`src/rtl/bpo_pkg.sv`:
```
// Constants, register map and carrier types for the bridge protection and output control block.
// Assumes a single 10 MHz system clock and an AXI4-Lite master with 8-bit byte addresses.
package bpo_pkg;

  localparam int ADDR_W = 8;

  // Register byte offsets
  localparam logic [ADDR_W-1:0] OFS_CTRL = 8'h00;
  localparam logic [ADDR_W-1:0] OFS_MASK = 8'h04;
  localparam logic [ADDR_W-1:0] OFS_STATUS = 8'h08;
  localparam logic [ADDR_W-1:0] OFS_CLEAR = 8'h0C;

  // Control register fields
  localparam int CT_VIRT_A = 0;
  localparam int CT_VIRT_B = 1;
  localparam int CT_INPUT_SEL = 2;
  localparam int CT_FULL_BRIDGE = 3;
  localparam int CT_OUT_EN = 4;
  localparam logic [15:0] CTRL_RESET = 16'h0018;
  localparam logic [15:0] CTRL_WMASK = 16'h001F;

  // Status fields; the mask register uses the same positions
  localparam int ST_OVERTEMP = 0;
  localparam int ST_TEMP_WARN = 1;
  localparam int ST_SHORT_A = 4;
  localparam int ST_SHORT_B = 5;
  localparam int ST_OVERVOLT = 8;
  localparam int ST_UNDERVOLT = 9;
  localparam logic [15:0] STATUS_BITS = 16'h0333;
  localparam int MK_PROTECT_OFF = 12;
  localparam logic [15:0] MASK_RESET = 16'h0331;
  localparam logic [15:0] MASK_WMASK = 16'h1333;

  // Synchronised pin vector positions
  localparam int PIN_W = 10;
  localparam int P_DISABLE = 0;
  localparam int P_WAKE = 1;
  localparam int P_DIR_A = 2;
  localparam int P_DIR_B = 3;
  localparam int P_UNDERV = 4;
  localparam int P_OVERV = 5;
  localparam int P_TWARN = 6;
  localparam int P_OVERT = 7;
  localparam int P_SHORT_A = 8;
  localparam int P_SHORT_B = 9;

  // Filters, in the same order as pins P_UNDERV..P_OVERT
  localparam int NUM_FILT = 4;
  localparam int F_UNDERV = 0;
  localparam int F_OVERV = 1;
  localparam int F_TWARN = 2;
  localparam int F_OVERT = 3;
  localparam int CNT_W = 8;

  localparam int CLK_PERIOD_NS = 100;
  localparam int UV_FILT_NS = 10000;
  localparam int OV_FILT_NS = 3000;
  localparam int OT_FILT_NS = 11000;

  function automatic logic [CNT_W-1:0] bpo_cyc_floor(input int ns);
    int c;
    c = ns / CLK_PERIOD_NS;
    bpo_cyc_floor = (c < 1) ? CNT_W'(1) : CNT_W'(c);
  endfunction : bpo_cyc_floor

  localparam logic [CNT_W-1:0] UV_FILT_CYC = bpo_cyc_floor(UV_FILT_NS);
  localparam logic [CNT_W-1:0] OV_FILT_CYC = bpo_cyc_floor(OV_FILT_NS);
  localparam logic [CNT_W-1:0] OT_FILT_CYC = bpo_cyc_floor(OT_FILT_NS);

  localparam logic [1:0] RESP_OKAY = 2'h0;
  localparam logic [1:0] RESP_SLVERR = 2'h2;

  typedef struct packed {
    logic awvalid;
    logic [ADDR_W-1:0] awaddr;
    logic wvalid;
    logic [31:0] wdata;
    logic [3:0] wstrb;
    logic bready;
    logic arvalid;
    logic [ADDR_W-1:0] araddr;
    logic rready;
  } bpo_axil_req_t;

  typedef struct packed {
    logic awready;
    logic wready;
    logic bvalid;
    logic [1:0] bresp;
    logic arready;
    logic rvalid;
    logic [31:0] rdata;
    logic [1:0] rresp;
  } bpo_axil_rsp_t;

  typedef struct packed {
    logic [PIN_W-1:0] meta;
    logic [PIN_W-1:0] pin;
    logic [PIN_W-1:0] pin_d;
    logic [NUM_FILT-1:0][CNT_W-1:0] cnt;
    logic [NUM_FILT-1:0] filt;
    logic [15:0] ctrl;
    logic [15:0] mask;
    logic [15:0] status;
    logic bvalid;
    logic [1:0] bresp;
    logic rvalid;
    logic [31:0] rdata;
    logic [1:0] rresp;
    logic out_a;
    logic out_b;
    logic oe_a_n;
    logic oe_b_n;
    logic fault_n;
  } bpo_state_t;

endpackage : bpo_pkg

```
`src/rtl/bpo_bridge_ctrl.sv`:
```
// Supervision and output control of a two-output power bridge: comparator filters, fault flags,
// fault status pin and the direction-to-output mapping, with an AXI4-Lite register slave.
// Assumes comparator and control pins are asynchronous levels; a floating pin arrives as the level
// its pull gives (disable pulled high, other inputs low).
//
// Added by the designer: the placing of the registers and the AXI4-Lite register port.
`timescale 1ns/1ps

module bpo_bridge_ctrl
  import bpo_pkg::*;
(
  input wire logic I_SYS_CLK,
  input wire logic I_NRST,
  input wire bpo_axil_req_t I_AXI,
  output bpo_axil_rsp_t O_AXI,
  input wire logic I_SLEEP_WAKE_INPUT,
  input wire logic I_OUTPUT_DISABLE_INPUT,
  input wire logic I_DIRECTION_INPUT_A,
  input wire logic I_DIRECTION_INPUT_B,
  input wire logic I_SUPPLY_UNDER_CMP,
  input wire logic I_SUPPLY_OVER_CMP,
  input wire logic I_TEMP_WARN_CMP,
  input wire logic I_TEMP_SHUTDOWN_CMP,
  input wire logic I_SHORT_CMP_A,
  input wire logic I_SHORT_CMP_B,
  output logic O_BRIDGE_OUTPUT_A,
  output logic O_BRIDGE_OUTPUT_A_OE_N,
  output logic O_BRIDGE_OUTPUT_B,
  output logic O_BRIDGE_OUTPUT_B_OE_N,
  output logic O_FAULT_STATUS_OUT_N
);

  localparam logic [NUM_FILT-1:0][CNT_W-1:0] FILT_CYC = {OT_FILT_CYC, OT_FILT_CYC, OV_FILT_CYC, UV_FILT_CYC};

  bpo_state_t s;
  bpo_state_t next_s;
  logic [PIN_W-1:0] pins_raw;
  logic aw_take;
  logic ar_take;

  // Word decode shared by the write and read paths; anything else is unmapped
  function automatic logic bpo_mapped(input logic [ADDR_W-1:0] a);
    bpo_mapped = (a[ADDR_W-1:4] == '0) && (a[1:0] == 2'h0);
  endfunction : bpo_mapped

  function automatic logic [15:0] bpo_merge(input logic [15:0] old, input logic [31:0] d,
                                            input logic [3:0] strb, input logic [15:0] wm);
    logic [15:0] m;
    m = {{8{strb[1]}}, {8{strb[0]}}} & wm;
    bpo_merge = (old & ~m) | (d[15:0] & m);
  endfunction : bpo_merge

  assign pins_raw = {I_SHORT_CMP_B, I_SHORT_CMP_A, I_TEMP_SHUTDOWN_CMP, I_TEMP_WARN_CMP, I_SUPPLY_OVER_CMP,
                     I_SUPPLY_UNDER_CMP, I_DIRECTION_INPUT_B, I_DIRECTION_INPUT_A, I_SLEEP_WAKE_INPUT,
                     I_OUTPUT_DISABLE_INPUT};

  // Both address and data must be present; the slave never holds half a write
  assign aw_take = I_AXI.awvalid && I_AXI.wvalid && !s.bvalid;
  assign ar_take = I_AXI.arvalid && !s.rvalid;

  always_comb begin
    logic awake;
    logic full;
    logic dir_a;
    logic dir_b;
    logic want_a;
    logic want_b;
    logic off_all;
    logic cut_a;
    logic cut_b;
    logic release_pulse;
    logic [15:0] clr;
    logic [15:0] set;
    logic [15:0] shown;
    awake = 1'b0;
    full = 1'b0;
    dir_a = 1'b0;
    dir_b = 1'b0;
    want_a = 1'b0;
    want_b = 1'b0;
    off_all = 1'b0;
    cut_a = 1'b0;
    cut_b = 1'b0;
    release_pulse = 1'b0;
    clr = '0;
    set = '0;
    shown = '0;
    next_s = s;

    // The first stage is read only by the second
    next_s.meta = pins_raw;
    next_s.pin = s.meta;
    next_s.pin_d = s.pin;

    for (int i = 0; i < NUM_FILT; i++) begin
      if (s.pin[P_UNDERV + i] != s.filt[i]) begin
        if (s.cnt[i] + CNT_W'(1) >= FILT_CYC[i]) begin
          next_s.filt[i] = s.pin[P_UNDERV + i];
          next_s.cnt[i] = '0;
        end else begin
          next_s.cnt[i] = s.cnt[i] + CNT_W'(1);
        end
      end else begin
        next_s.cnt[i] = '0;
      end
    end

    awake = s.pin[P_WAKE];
    full = s.ctrl[CT_FULL_BRIDGE];

    // any toggle of the disable or wake pin releases latched faults
    release_pulse = (s.pin[P_DISABLE] ^ s.pin_d[P_DISABLE]) | (s.pin[P_WAKE] ^ s.pin_d[P_WAKE]);

    if (awake) begin
      set[ST_OVERTEMP] = s.filt[F_OVERT];
      set[ST_OVERVOLT] = s.filt[F_OVERV];
      set[ST_UNDERVOLT] = s.filt[F_UNDERV];
      set[ST_SHORT_A] = s.pin[P_SHORT_A];
      set[ST_SHORT_B] = s.pin[P_SHORT_B];
    end

    // AXI write channel
    if (s.bvalid && I_AXI.bready) begin
      next_s.bvalid = 1'b0;
    end
    if (aw_take) begin
      next_s.bvalid = 1'b1;
      next_s.bresp = RESP_OKAY;
      if (!bpo_mapped(I_AXI.awaddr)) begin
        next_s.bresp = RESP_SLVERR;
      end else if (I_AXI.awaddr == OFS_CTRL) begin
        next_s.ctrl = bpo_merge(s.ctrl, I_AXI.wdata, I_AXI.wstrb, CTRL_WMASK);
      end else if (I_AXI.awaddr == OFS_MASK) begin
        next_s.mask = bpo_merge(s.mask, I_AXI.wdata, I_AXI.wstrb, MASK_WMASK);
      end else if (I_AXI.awaddr == OFS_CLEAR) begin
        clr = bpo_merge('0, I_AXI.wdata, I_AXI.wstrb, STATUS_BITS);
      end
    end
    if (release_pulse) begin
      clr = STATUS_BITS;
    end

    // set wins over a same-cycle clear
    next_s.status = (s.status & ~clr) | set;

    // warning bit reports the live filtered level, never latched
    shown = s.status;
    shown[ST_TEMP_WARN] = s.filt[F_TWARN] & awake;

    // AXI read channel
    if (s.rvalid && I_AXI.rready) begin
      next_s.rvalid = 1'b0;
    end
    if (ar_take) begin
      next_s.rvalid = 1'b1;
      next_s.rresp = RESP_OKAY;
      next_s.rdata = '0;
      if (!bpo_mapped(I_AXI.araddr)) begin
        next_s.rresp = RESP_SLVERR;
      end else if (I_AXI.araddr == OFS_CTRL) begin
        next_s.rdata = {16'h0000, s.ctrl};
      end else if (I_AXI.araddr == OFS_MASK) begin
        next_s.rdata = {16'h0000, s.mask};
      end else if (I_AXI.araddr == OFS_STATUS) begin
        next_s.rdata = {16'h0000, shown};
      end
    end

    // virtual inputs replace the direction pins
    dir_a = s.ctrl[CT_INPUT_SEL] ? s.ctrl[CT_VIRT_A] : s.pin[P_DIR_A];
    dir_b = s.ctrl[CT_INPUT_SEL] ? s.ctrl[CT_VIRT_B] : s.pin[P_DIR_B];

    if (full) begin
      if (!dir_b) begin
        want_a = 1'b1;
        want_b = 1'b1;
      end else begin
        want_a = dir_a;
        want_b = !dir_a;
      end
      if (s.filt[F_OVERV] && !s.mask[MK_PROTECT_OFF]) begin
        want_a = 1'b1;
        want_b = 1'b1;
      end
    end else begin
      want_a = dir_a;
      want_b = dir_b;
    end

    // enable bit and disable pin gate the drive
    off_all = !awake || !s.ctrl[CT_OUT_EN] || s.pin[P_DISABLE] || s.filt[F_UNDERV] || s.status[ST_OVERTEMP];
    // short cuts both in full bridge, one in half bridge
    cut_a = full ? (s.status[ST_SHORT_A] | s.status[ST_SHORT_B]) : s.status[ST_SHORT_A];
    cut_b = full ? (s.status[ST_SHORT_A] | s.status[ST_SHORT_B]) : s.status[ST_SHORT_B];

    next_s.oe_a_n = off_all || cut_a;
    next_s.oe_b_n = off_all || cut_b;
    next_s.out_a = want_a && !next_s.oe_a_n;
    next_s.out_b = want_b && !next_s.oe_b_n;

    // mask bit one lets fault through
    next_s.fault_n = !awake || !(s.pin[P_DISABLE] || |(shown & s.mask & STATUS_BITS));
  end

  always_ff @(posedge I_SYS_CLK) begin
    if (!I_NRST) begin
      s <= '0;
      s.ctrl <= CTRL_RESET;
      s.mask <= MASK_RESET;
      s.oe_a_n <= 1'b1;
      s.oe_b_n <= 1'b1;
      s.fault_n <= 1'b1;
    end else begin
      s <= next_s;
    end
  end

  always_comb begin
    O_AXI = '0;
    O_AXI.awready = aw_take;
    O_AXI.wready = aw_take;
    O_AXI.bvalid = s.bvalid;
    O_AXI.bresp = s.bresp;
    O_AXI.arready = !s.rvalid;
    O_AXI.rvalid = s.rvalid;
    O_AXI.rdata = s.rdata;
    O_AXI.rresp = s.rresp;
  end

  assign O_BRIDGE_OUTPUT_A = s.out_a;
  assign O_BRIDGE_OUTPUT_B = s.out_b;
  assign O_BRIDGE_OUTPUT_A_OE_N = s.oe_a_n;
  assign O_BRIDGE_OUTPUT_B_OE_N = s.oe_b_n;
  assign O_FAULT_STATUS_OUT_N = s.fault_n;

  logic drive_ok;
  assign drive_ok = s.pin[P_WAKE] && !s.pin[P_DISABLE] && s.ctrl[CT_OUT_EN] && !s.filt[F_UNDERV]
                    && s.status[ST_OVERTEMP] == 1'b0 && s.status[ST_SHORT_A] == 1'b0
                    && s.status[ST_SHORT_B] == 1'b0;
endmodule : bpo_bridge_ctrl

```
`config.mk`:
```
export PLATFORM = sky130hd
export DESIGN_NAME = bpo_bridge_ctrl
export DESIGN_NICKNAME = d
export VERILOG_FILES = /design/src/rtl/bpo_pkg.sv /design/src/rtl/bpo_bridge_ctrl.sv
export SDC_FILE = /design/constraint.sdc
export NUM_CORES = 1
export LEC_CHECK = 0
export BUFFER_PORTS_ARGS = -buffer_cell sky130_fd_sc_hd__buf_2
export CAP_MARGIN = 30
export CORE_ASPECT_RATIO = 0.8
export CORE_MARGIN = 3
export CORE_UTILIZATION = 50
export CTS_CLUSTER_SIZE = 40
export DETAILED_ROUTE_END_ITERATION = 10
export GPL_TIMING_DRIVEN = 1
export HOLD_SLACK_MARGIN = 0.1
export PLACE_DENSITY = 0.84
export SLEW_MARGIN = 15
export SYNTH_ARGS = -nofsm -noshare
export SYNTH_HDL_FRONTEND = slang
export SYNTH_SLANG_ARGS = --single-unit
```
`constraint.sdc`:
```
create_clock -name I_SYS_CLK -period 2.3 [get_ports I_SYS_CLK]
set_input_delay 0.46 -clock I_SYS_CLK [delete_from_list [all_inputs] [get_ports I_SYS_CLK]]
set_output_delay 0.46 -clock I_SYS_CLK [all_outputs]
set_load 0.05 [all_outputs]
```
==> results.ini, run 1 <==
[run_status]
status = finished clean

[floorplanning]
io_pins = 115
fp.dieW_um = 107
num_rows = 28
start_util_pct = 53.2
die_area_um2 = 9260
coreArea_um2 = 7640
die_h_um = 86.7

[placed_design]
routabilityCongestion = 0.825
port_buffers = 64
dp_hpwl_um = 5930

[timing]
drv_slew = 0
rsz0062_at_grt = false
worstMarginPinSlew_ns = 0.656
finClkSkew_ns = 0.00925
setup_tns_ns = 0
holdWs_ns = 0.312
finalSetupViolCount = 0
fmax_ghz = 0.495
period_needed_ns = 2.02
finalCritPeriodShare_pct = 87.9
finalHoldViolCount = 0
max-slew-margin-rel_pct = 56.1

[detailed_routing]
drt_wl_total_um = 7740
via_count = 3063
vias_per_cell = 5.11
avgRoutedWirePerCell_um = 12.9
drc_errors = 0
first_iter_violations = 147
ant_nets = 0
dr.pass1.iters = 5

[pwr]
p_leak_nw = 1.90
power_density_nw_per_um2 = 695
peakVddDrop_mv = 0.460

[min_path]
hp-class = primary input to register

[setup_path]
critPathRequiredTime_ns = 2.51
cp-start-kind = register
r2r_end = s[116]$_SDFF_PP0_
path_max_fanout = 6
reg2regPathDepth = 7
critPathLaunch = s[111]$_SDFF_PP0_
arrival_ns = 2.23
crit_path_end = s[116]$_SDFF_PP0_
path_class = register to register
r2r_setup_slack_ns = 0.28
rr_startpoint = s[111]$_SDFF_PP0_
critical_path.endpoint_type = register

[clock_tree]
post_cts.resized_instances = 0
cts_sinks = 93
clkLatencyLatePin_ns = 0.35
cts_root_buffer = clkbuf_8
htree_levels = 3
cts_setup_buffers = 0
cts-buffers-inserted = 9
clockBufferDepth = 2
hold_buffers = 0
cts_tree = built
path_clk_slew_ns = 0.09

[finish]
n_antenna_cell = 0
syn_to_final_growth_pct = 11.6
final_layout_size_suffix_gt1_share_pct = 18.4
fin_util_pct = 59.4
nNetsFinal = 566
fillerInstances = 657

[grt]
grt_max_degree = 36
groute.usage.overall_pct = 17.1
gr-total-overflow = 0
antenna_found_initial = 0
grt_pass1_vias = 2774
grt_pass1_wl_um = 12700

[synth]
ys_warn_count = 0
synth_sequential_area_ratio_pct = 45.8
synth_cells = 433
syn_avg_cell_area_um2 = 9.39
synth_top_flop_cell = dfxtp_1
ys_ff_latch = 93
synth_edf_count = 0
syn_area_um2 = 4070
synthDistinctLibCells = 49
async_reset_ff_share_pct = 0

[job]
cap_viol_max_count = 0

-- synthesized netlist by cell type, drive strengths merged (10+ instances only) --
cell,count,area share [%]
dfxtp,93,46
buf,42,7.6
nand2,35,3.2
nor2,30,2.8
and2,28,4.3
nor2b,19,2.9
mux2i,18,4.4
nand3,17,2.2
a21oi,15,1.8
xor2,15,3.2
nor3,11,1.5
xnor2,11,2.4
clkbuf,10,0.92
nor4,10,1.9
-- power breakdown --
part	internal, W	switching (W)	leakage [nW]
clock	0.000673	0.000530	0.116
combinational	0.0000786	0.000211	1.03
sequential	0.00164	0.0000208	0.758
total	0.00239	0.000761	1.90
-- area by class of cell --
type / count / area [µm²] / area share [%]
Clock buffer: 11 / 151 / 3.34
Clock inverter: 5 / 81.3 / 1.79
Inverter: 8 / 30.0 / 0.662
Multi-Input combinational cell: 310 / 1940 / 42.7
Sequential cell: 93 / 1860 / 41.0
Tap cell: 105 / 131 / 2.89
Timing Repair Buffer: 67 / 343 / 7.55
-- how the worst min path moves through the flow --
stage                                 startpoint                      to  cells after the start
after floorplan           next_s[137]$_SDFF_PN0_  next_s[127]$_SDFF_PN0_                      1
after global placement    next_s[146]$_SDFF_PN0_  next_s[136]$_SDFF_PN0_                      1
after detailed placement  next_s[143]$_SDFF_PN0_  next_s[133]$_SDFF_PN0_                      1
after CTS                    I_TEMP_SHUTDOWN_CMP  next_s[144]$_SDFF_PN0_                      2
after global routing         I_TEMP_SHUTDOWN_CMP  next_s[144]$_SDFF_PN0_                      2
final                        I_TEMP_SHUTDOWN_CMP  next_s[144]$_SDFF_PN0_                      2
-- per-stage QoR --
step                instances  worst slack, ns  area (µm²)  total power (W)
finish                    599            0.278        4540          0.00316
global route              599           0.0449        4540          0.00329
CTS                       599            0.298        4540          0.00319
detailed placement        583            0.138        4310          0.00199
global placement          583            0.184        4310          0.00198
floorplan                 463            0.446        4180          0.00195
-- critical path, cell delays in order, from the launching register on --
cell and delay (ns):
dfxtp_1 0.40, ha_1 0.28, nand3_1 0.11, xor2_1 0.23, nor2b_1 0.22, nand2_1 0.10, o41ai_2 0.46, nor2_1 0.09
-- layout by cell type (no fill, tap or decap), types with 8 or more instances in the layout --
master	count
and2_1	28
nand2_1	35
dfxtp_1	93
nand3_1	16
inv_1	8
xor2_1	15
nor4_1	9
nor2b_1	19
mux2i_1	18
nor2_1	29
a21oi_1	15
conb_1	31
clkbuf_8	11
o21ai_0	8
ha_1	8
buf_2	64
xnor2_1	11
nor3_1	10
-- cell families (layout without fill, tap and decap cells) --
kind of cell,count (synthesis),after routing,share of synthesized area [%]
other,1,31,0.0922
AND/OR/NAND/NOR,174,174,23.0
buffers and inverters,60,91,9.26
XOR/XNOR,26,26,5.60
adder cells (fa/ha/maj),8,8,2.46
multiplexers,19,19,4.71
flip-flops,93,93,45.8
AO/OA/AOI/OAI,52,52,9.08
-- per-layer routing --
layer  share of wire, %  GRT usage (%)  vias up
met5                  0              0        -
li1                   -              -     1524
met3                7.5           5.21       11
met2                 47           28.7      131
met1                 44           21.1     1397
met4                1.6           5.81        0
Power figures use the tool's default switching activity.
==> run 2: changes to the inputs <==
--- a/config.mk
+++ b/config.mk
@@ -14,7 +14,8 @@
 export DETAILED_ROUTE_END_ITERATION = 10
 export GPL_TIMING_DRIVEN = 1
 export HOLD_SLACK_MARGIN = 0.1
-export PLACE_DENSITY = 0.84
+export MAX_ROUTING_LAYER = met4
+export PLACE_DENSITY = 0.88
 export SLEW_MARGIN = 15
 export SYNTH_ARGS = -nofsm -noshare
 export SYNTH_HDL_FRONTEND = slang
==> results.ini, run 2 (same netlist as run 1, synthesis figures left out) <==
[setup_path]
cp-start-kind = register  ; unchanged
arrival_ns = 2.22  ; was 2.23 ns
path_class = register to register  ; unchanged
cp_slowest_stage_delay_ns = 0.46  ; about the same
worstPathCellList = ha_1 -> nand3_1 -> nor2_1 -> xnor2_1 -> o41a_1 -> nand3_1 -> nor2_1  ; was ha_1 -> nand3_1 -> xor2_1 -> nor2b_1 -> nand2_1 -> o41ai_2 -> nor2_1
critPathRequiredTime_ns = 2.53  ; was 2.51 ns
critical_path.endpoint_type = register  ; unchanged
reg2regPathDepth = 7  ; unchanged
cpMaxStageDelayCell = o41a_1  ; was o41ai_2
r2r_end = s[100]$_SDFF_PP0_  ; was s[116]$_SDFF_PP0_
rr_startpoint = s[95]$_SDFF_PP0_  ; was s[111]$_SDFF_PP0_
r2r_setup_slack_ns = 0.31  ; was 0.28 ns
path_max_fanout = 7  ; was 6

[timing]
period_needed_ns = 1.99  ; was 2.02 ns
rsz0062_at_grt = false  ; unchanged
fmax_ghz = 0.503  ; was 0.495 GHz
setup_tns_ns = 0  ; unchanged
finalCritPeriodShare_pct = 86.5  ; was 87.9%
finClkSkew_ns = 0.0105  ; was 0.00925 ns
worstMarginPinSlew_ns = 0.624  ; was 0.656 ns
finalHoldViolCount = 0  ; unchanged
finalSetupViolCount = 0  ; unchanged
drv_slew = 0  ; unchanged
max-slew-margin-rel_pct = 58.3  ; was 56.1%

[run_status]
status = finished clean  ; unchanged

[min_path]
worstHoldStart = I_TEMP_SHUTDOWN_CMP  ; unchanged
min_to = next_s[144]$_SDFF_PN0_  ; unchanged
whs_path_depth = 2  ; unchanged
hp-class = primary input to register  ; unchanged

[grt]
grt_max_degree = 34  ; was 36
antenna_found_initial = 0  ; unchanged
gr-total-overflow = 0  ; unchanged
groute.usage.overall_pct = 17.4  ; was 17.1%
grt_pass1_vias = 2762  ; was 2,774
grt_pass1_wl_um = 12500  ; was 12,700 µm

[finish]
multi_input_area_um2 = 1940  ; unchanged
final_layout_size_suffix_gt1_share_pct = 18.0  ; was 18.4%
layout_commonest_cell = dfxtp_1  ; unchanged
fillerInstances = 631  ; was 657
nNetsFinal = 566  ; unchanged
final_cell_mix = dfxtp_1, buf_2, nand2_1  ; unchanged
seq_area_um2 = 1860  ; unchanged
n_antenna_cell = 0  ; unchanged
syn_to_final_growth_pct = 10.0  ; was 11.6%

[floorplanning]
num_rows = 28  ; unchanged
io_pins = 115  ; unchanged
fp.dieW_um = 107  ; unchanged
start_util_pct = 53.2  ; unchanged
die_area_um2 = 9260  ; unchanged
coreArea_um2 = 7640  ; unchanged
die_h_um = 86.7  ; unchanged

[clock_tree]
cts_root_buffer = clkbuf_8  ; unchanged
clockBufferDepth = 2  ; unchanged
hold_buffers = 0  ; unchanged
htree_levels = 3  ; unchanged
cts_sinks = 93  ; unchanged
cts_tree = built  ; unchanged
cts-buffers-inserted = 9  ; unchanged
clkLatencyLatePin_ns = 0.35  ; about the same
path_clk_slew_ns = 0.09  ; about the same
post_cts.resized_instances = 0  ; unchanged
cts_setup_buffers = 0  ; unchanged

[detailed_routing]
drc_errors = 0  ; unchanged
dr.pass1.iters = 4  ; was 5
via_count = 3031  ; was 3,063
avgRoutedWirePerCell_um = 12.7  ; was 12.9 µm
first_iter_violations = 178  ; was 147
ant_nets = 0  ; unchanged
vias_per_cell = 5.06  ; was 5.11
drt_wl_total_um = 7620  ; was 7740 µm

[placed_design]
port_buffers = 64  ; unchanged
routabilityCongestion = 0.875  ; was 0.825
dp_hpwl_um = 5830  ; was 5930 µm

[pwr]
p_leak_nw = 1.86  ; was 1.90 nW
power.total_w = 0.00288  ; was 0.00316 W
peakVddDrop_mv = 0.464  ; was 0.460 mV
power_density_nw_per_um2 = 644  ; was 695 nW/µm²

[job]
cap_viol_max_count = 0  ; unchanged

run 2: changes by cell type in the layout (fill, tap and decap cells not counted):
cell and delta:
bufinv_16 -2, clkbuf_1 +2, clkbuf_8 -2, clkinvlp_4 +2
run 2: final cells by class:
| type | count | area share [%] |
|---|---|---|
| tap | 105 | 2.94 |
| clock buffer | 11 | 2.94 |
| inverter | 8 | 0.671 |
| clock inverter | 5 | 0.811 |
| timing repair buffer | 67 | 7.66 |
| sequential | 93 | 41.6 |
| multi-input combinational | 310 | 43.4 |
run 2: routing by layer:
| metal | vias up | part of all wire, % | routed length (µm) | track usage (%) |
|---|---|---|---|---|
| met5 | - | 0 | 0 | - |
| met1 | 1403 | 43 | 3310 | 20.8 |
| met4 | 0 | 1.2 | 91 | 6.50 |
| met2 | 101 | 48 | 3660 | 28.5 |
| met3 | 7 | 7.4 | 566 | 4.39 |
| li1 | 1520 | - | - | - |
run 2: how the worst max path moves through the flow:
stage	start	to	slack [ns]	depth (start not counted)
2_1_floorplan	I_AXI[49]	register	0.45	6
5_1_grt	s[111]$_SDFF_PP0_	s[114]$_SDFF_PP0_	0.10	7
3_5_place_dp	I_AXI[49]	register	0.13	6
3_3_place_gp	I_AXI[49]	register	0.19	6
6_report	s[95]$_SDFF_PP0_	s[100]$_SDFF_PP0_	0.31	7
4_1_cts	s[95]$_SDFF_PP0_	s[100]$_SDFF_PP0_	0.29	7
run 2: power breakdown:
| group | internal [W] | switching, W | leakage (nW) |
|---|---|---|---|
| combinational | 0.0000786 | 0.000209 | 1.03 |
| clock | 0.000395 | 0.000533 | 0.0760 |
| sequential | 0.00164 | 0.0000215 | 0.758 |
| total | 0.00212 | 0.000764 | 1.86 |
run 2: critical path, delay by kind of cell, from the launching register on:
| kind | cells | cell delay, ns |
|---|---|---|
| adders and majority gates | 1 | 0.27 |
| DFF | 1 | 0.44 |
| xor gates and xnor gates | 1 | 0.10 |
| AOI/OAI and AO/OA | 1 | 0.46 |
| and+or+nand+nor | 4 | 0.61 |
run 2: stage by stage:
step           cells  instance area [µm²]  util (%)  worst slack [ns]  hold slack (ns)
5_1_grt          599                 4470      58.6             0.101            0.292
4_1_cts          599                 4470      58.6             0.289            0.290
6_report         599                 4470      58.6             0.311            0.308
3_3_place_gp     583                 4310      56.4             0.191            0.417
2_1_floorplan    463                 4180         -             0.446            0.412
3_5_place_dp     583                 4310      56.4             0.130            0.421
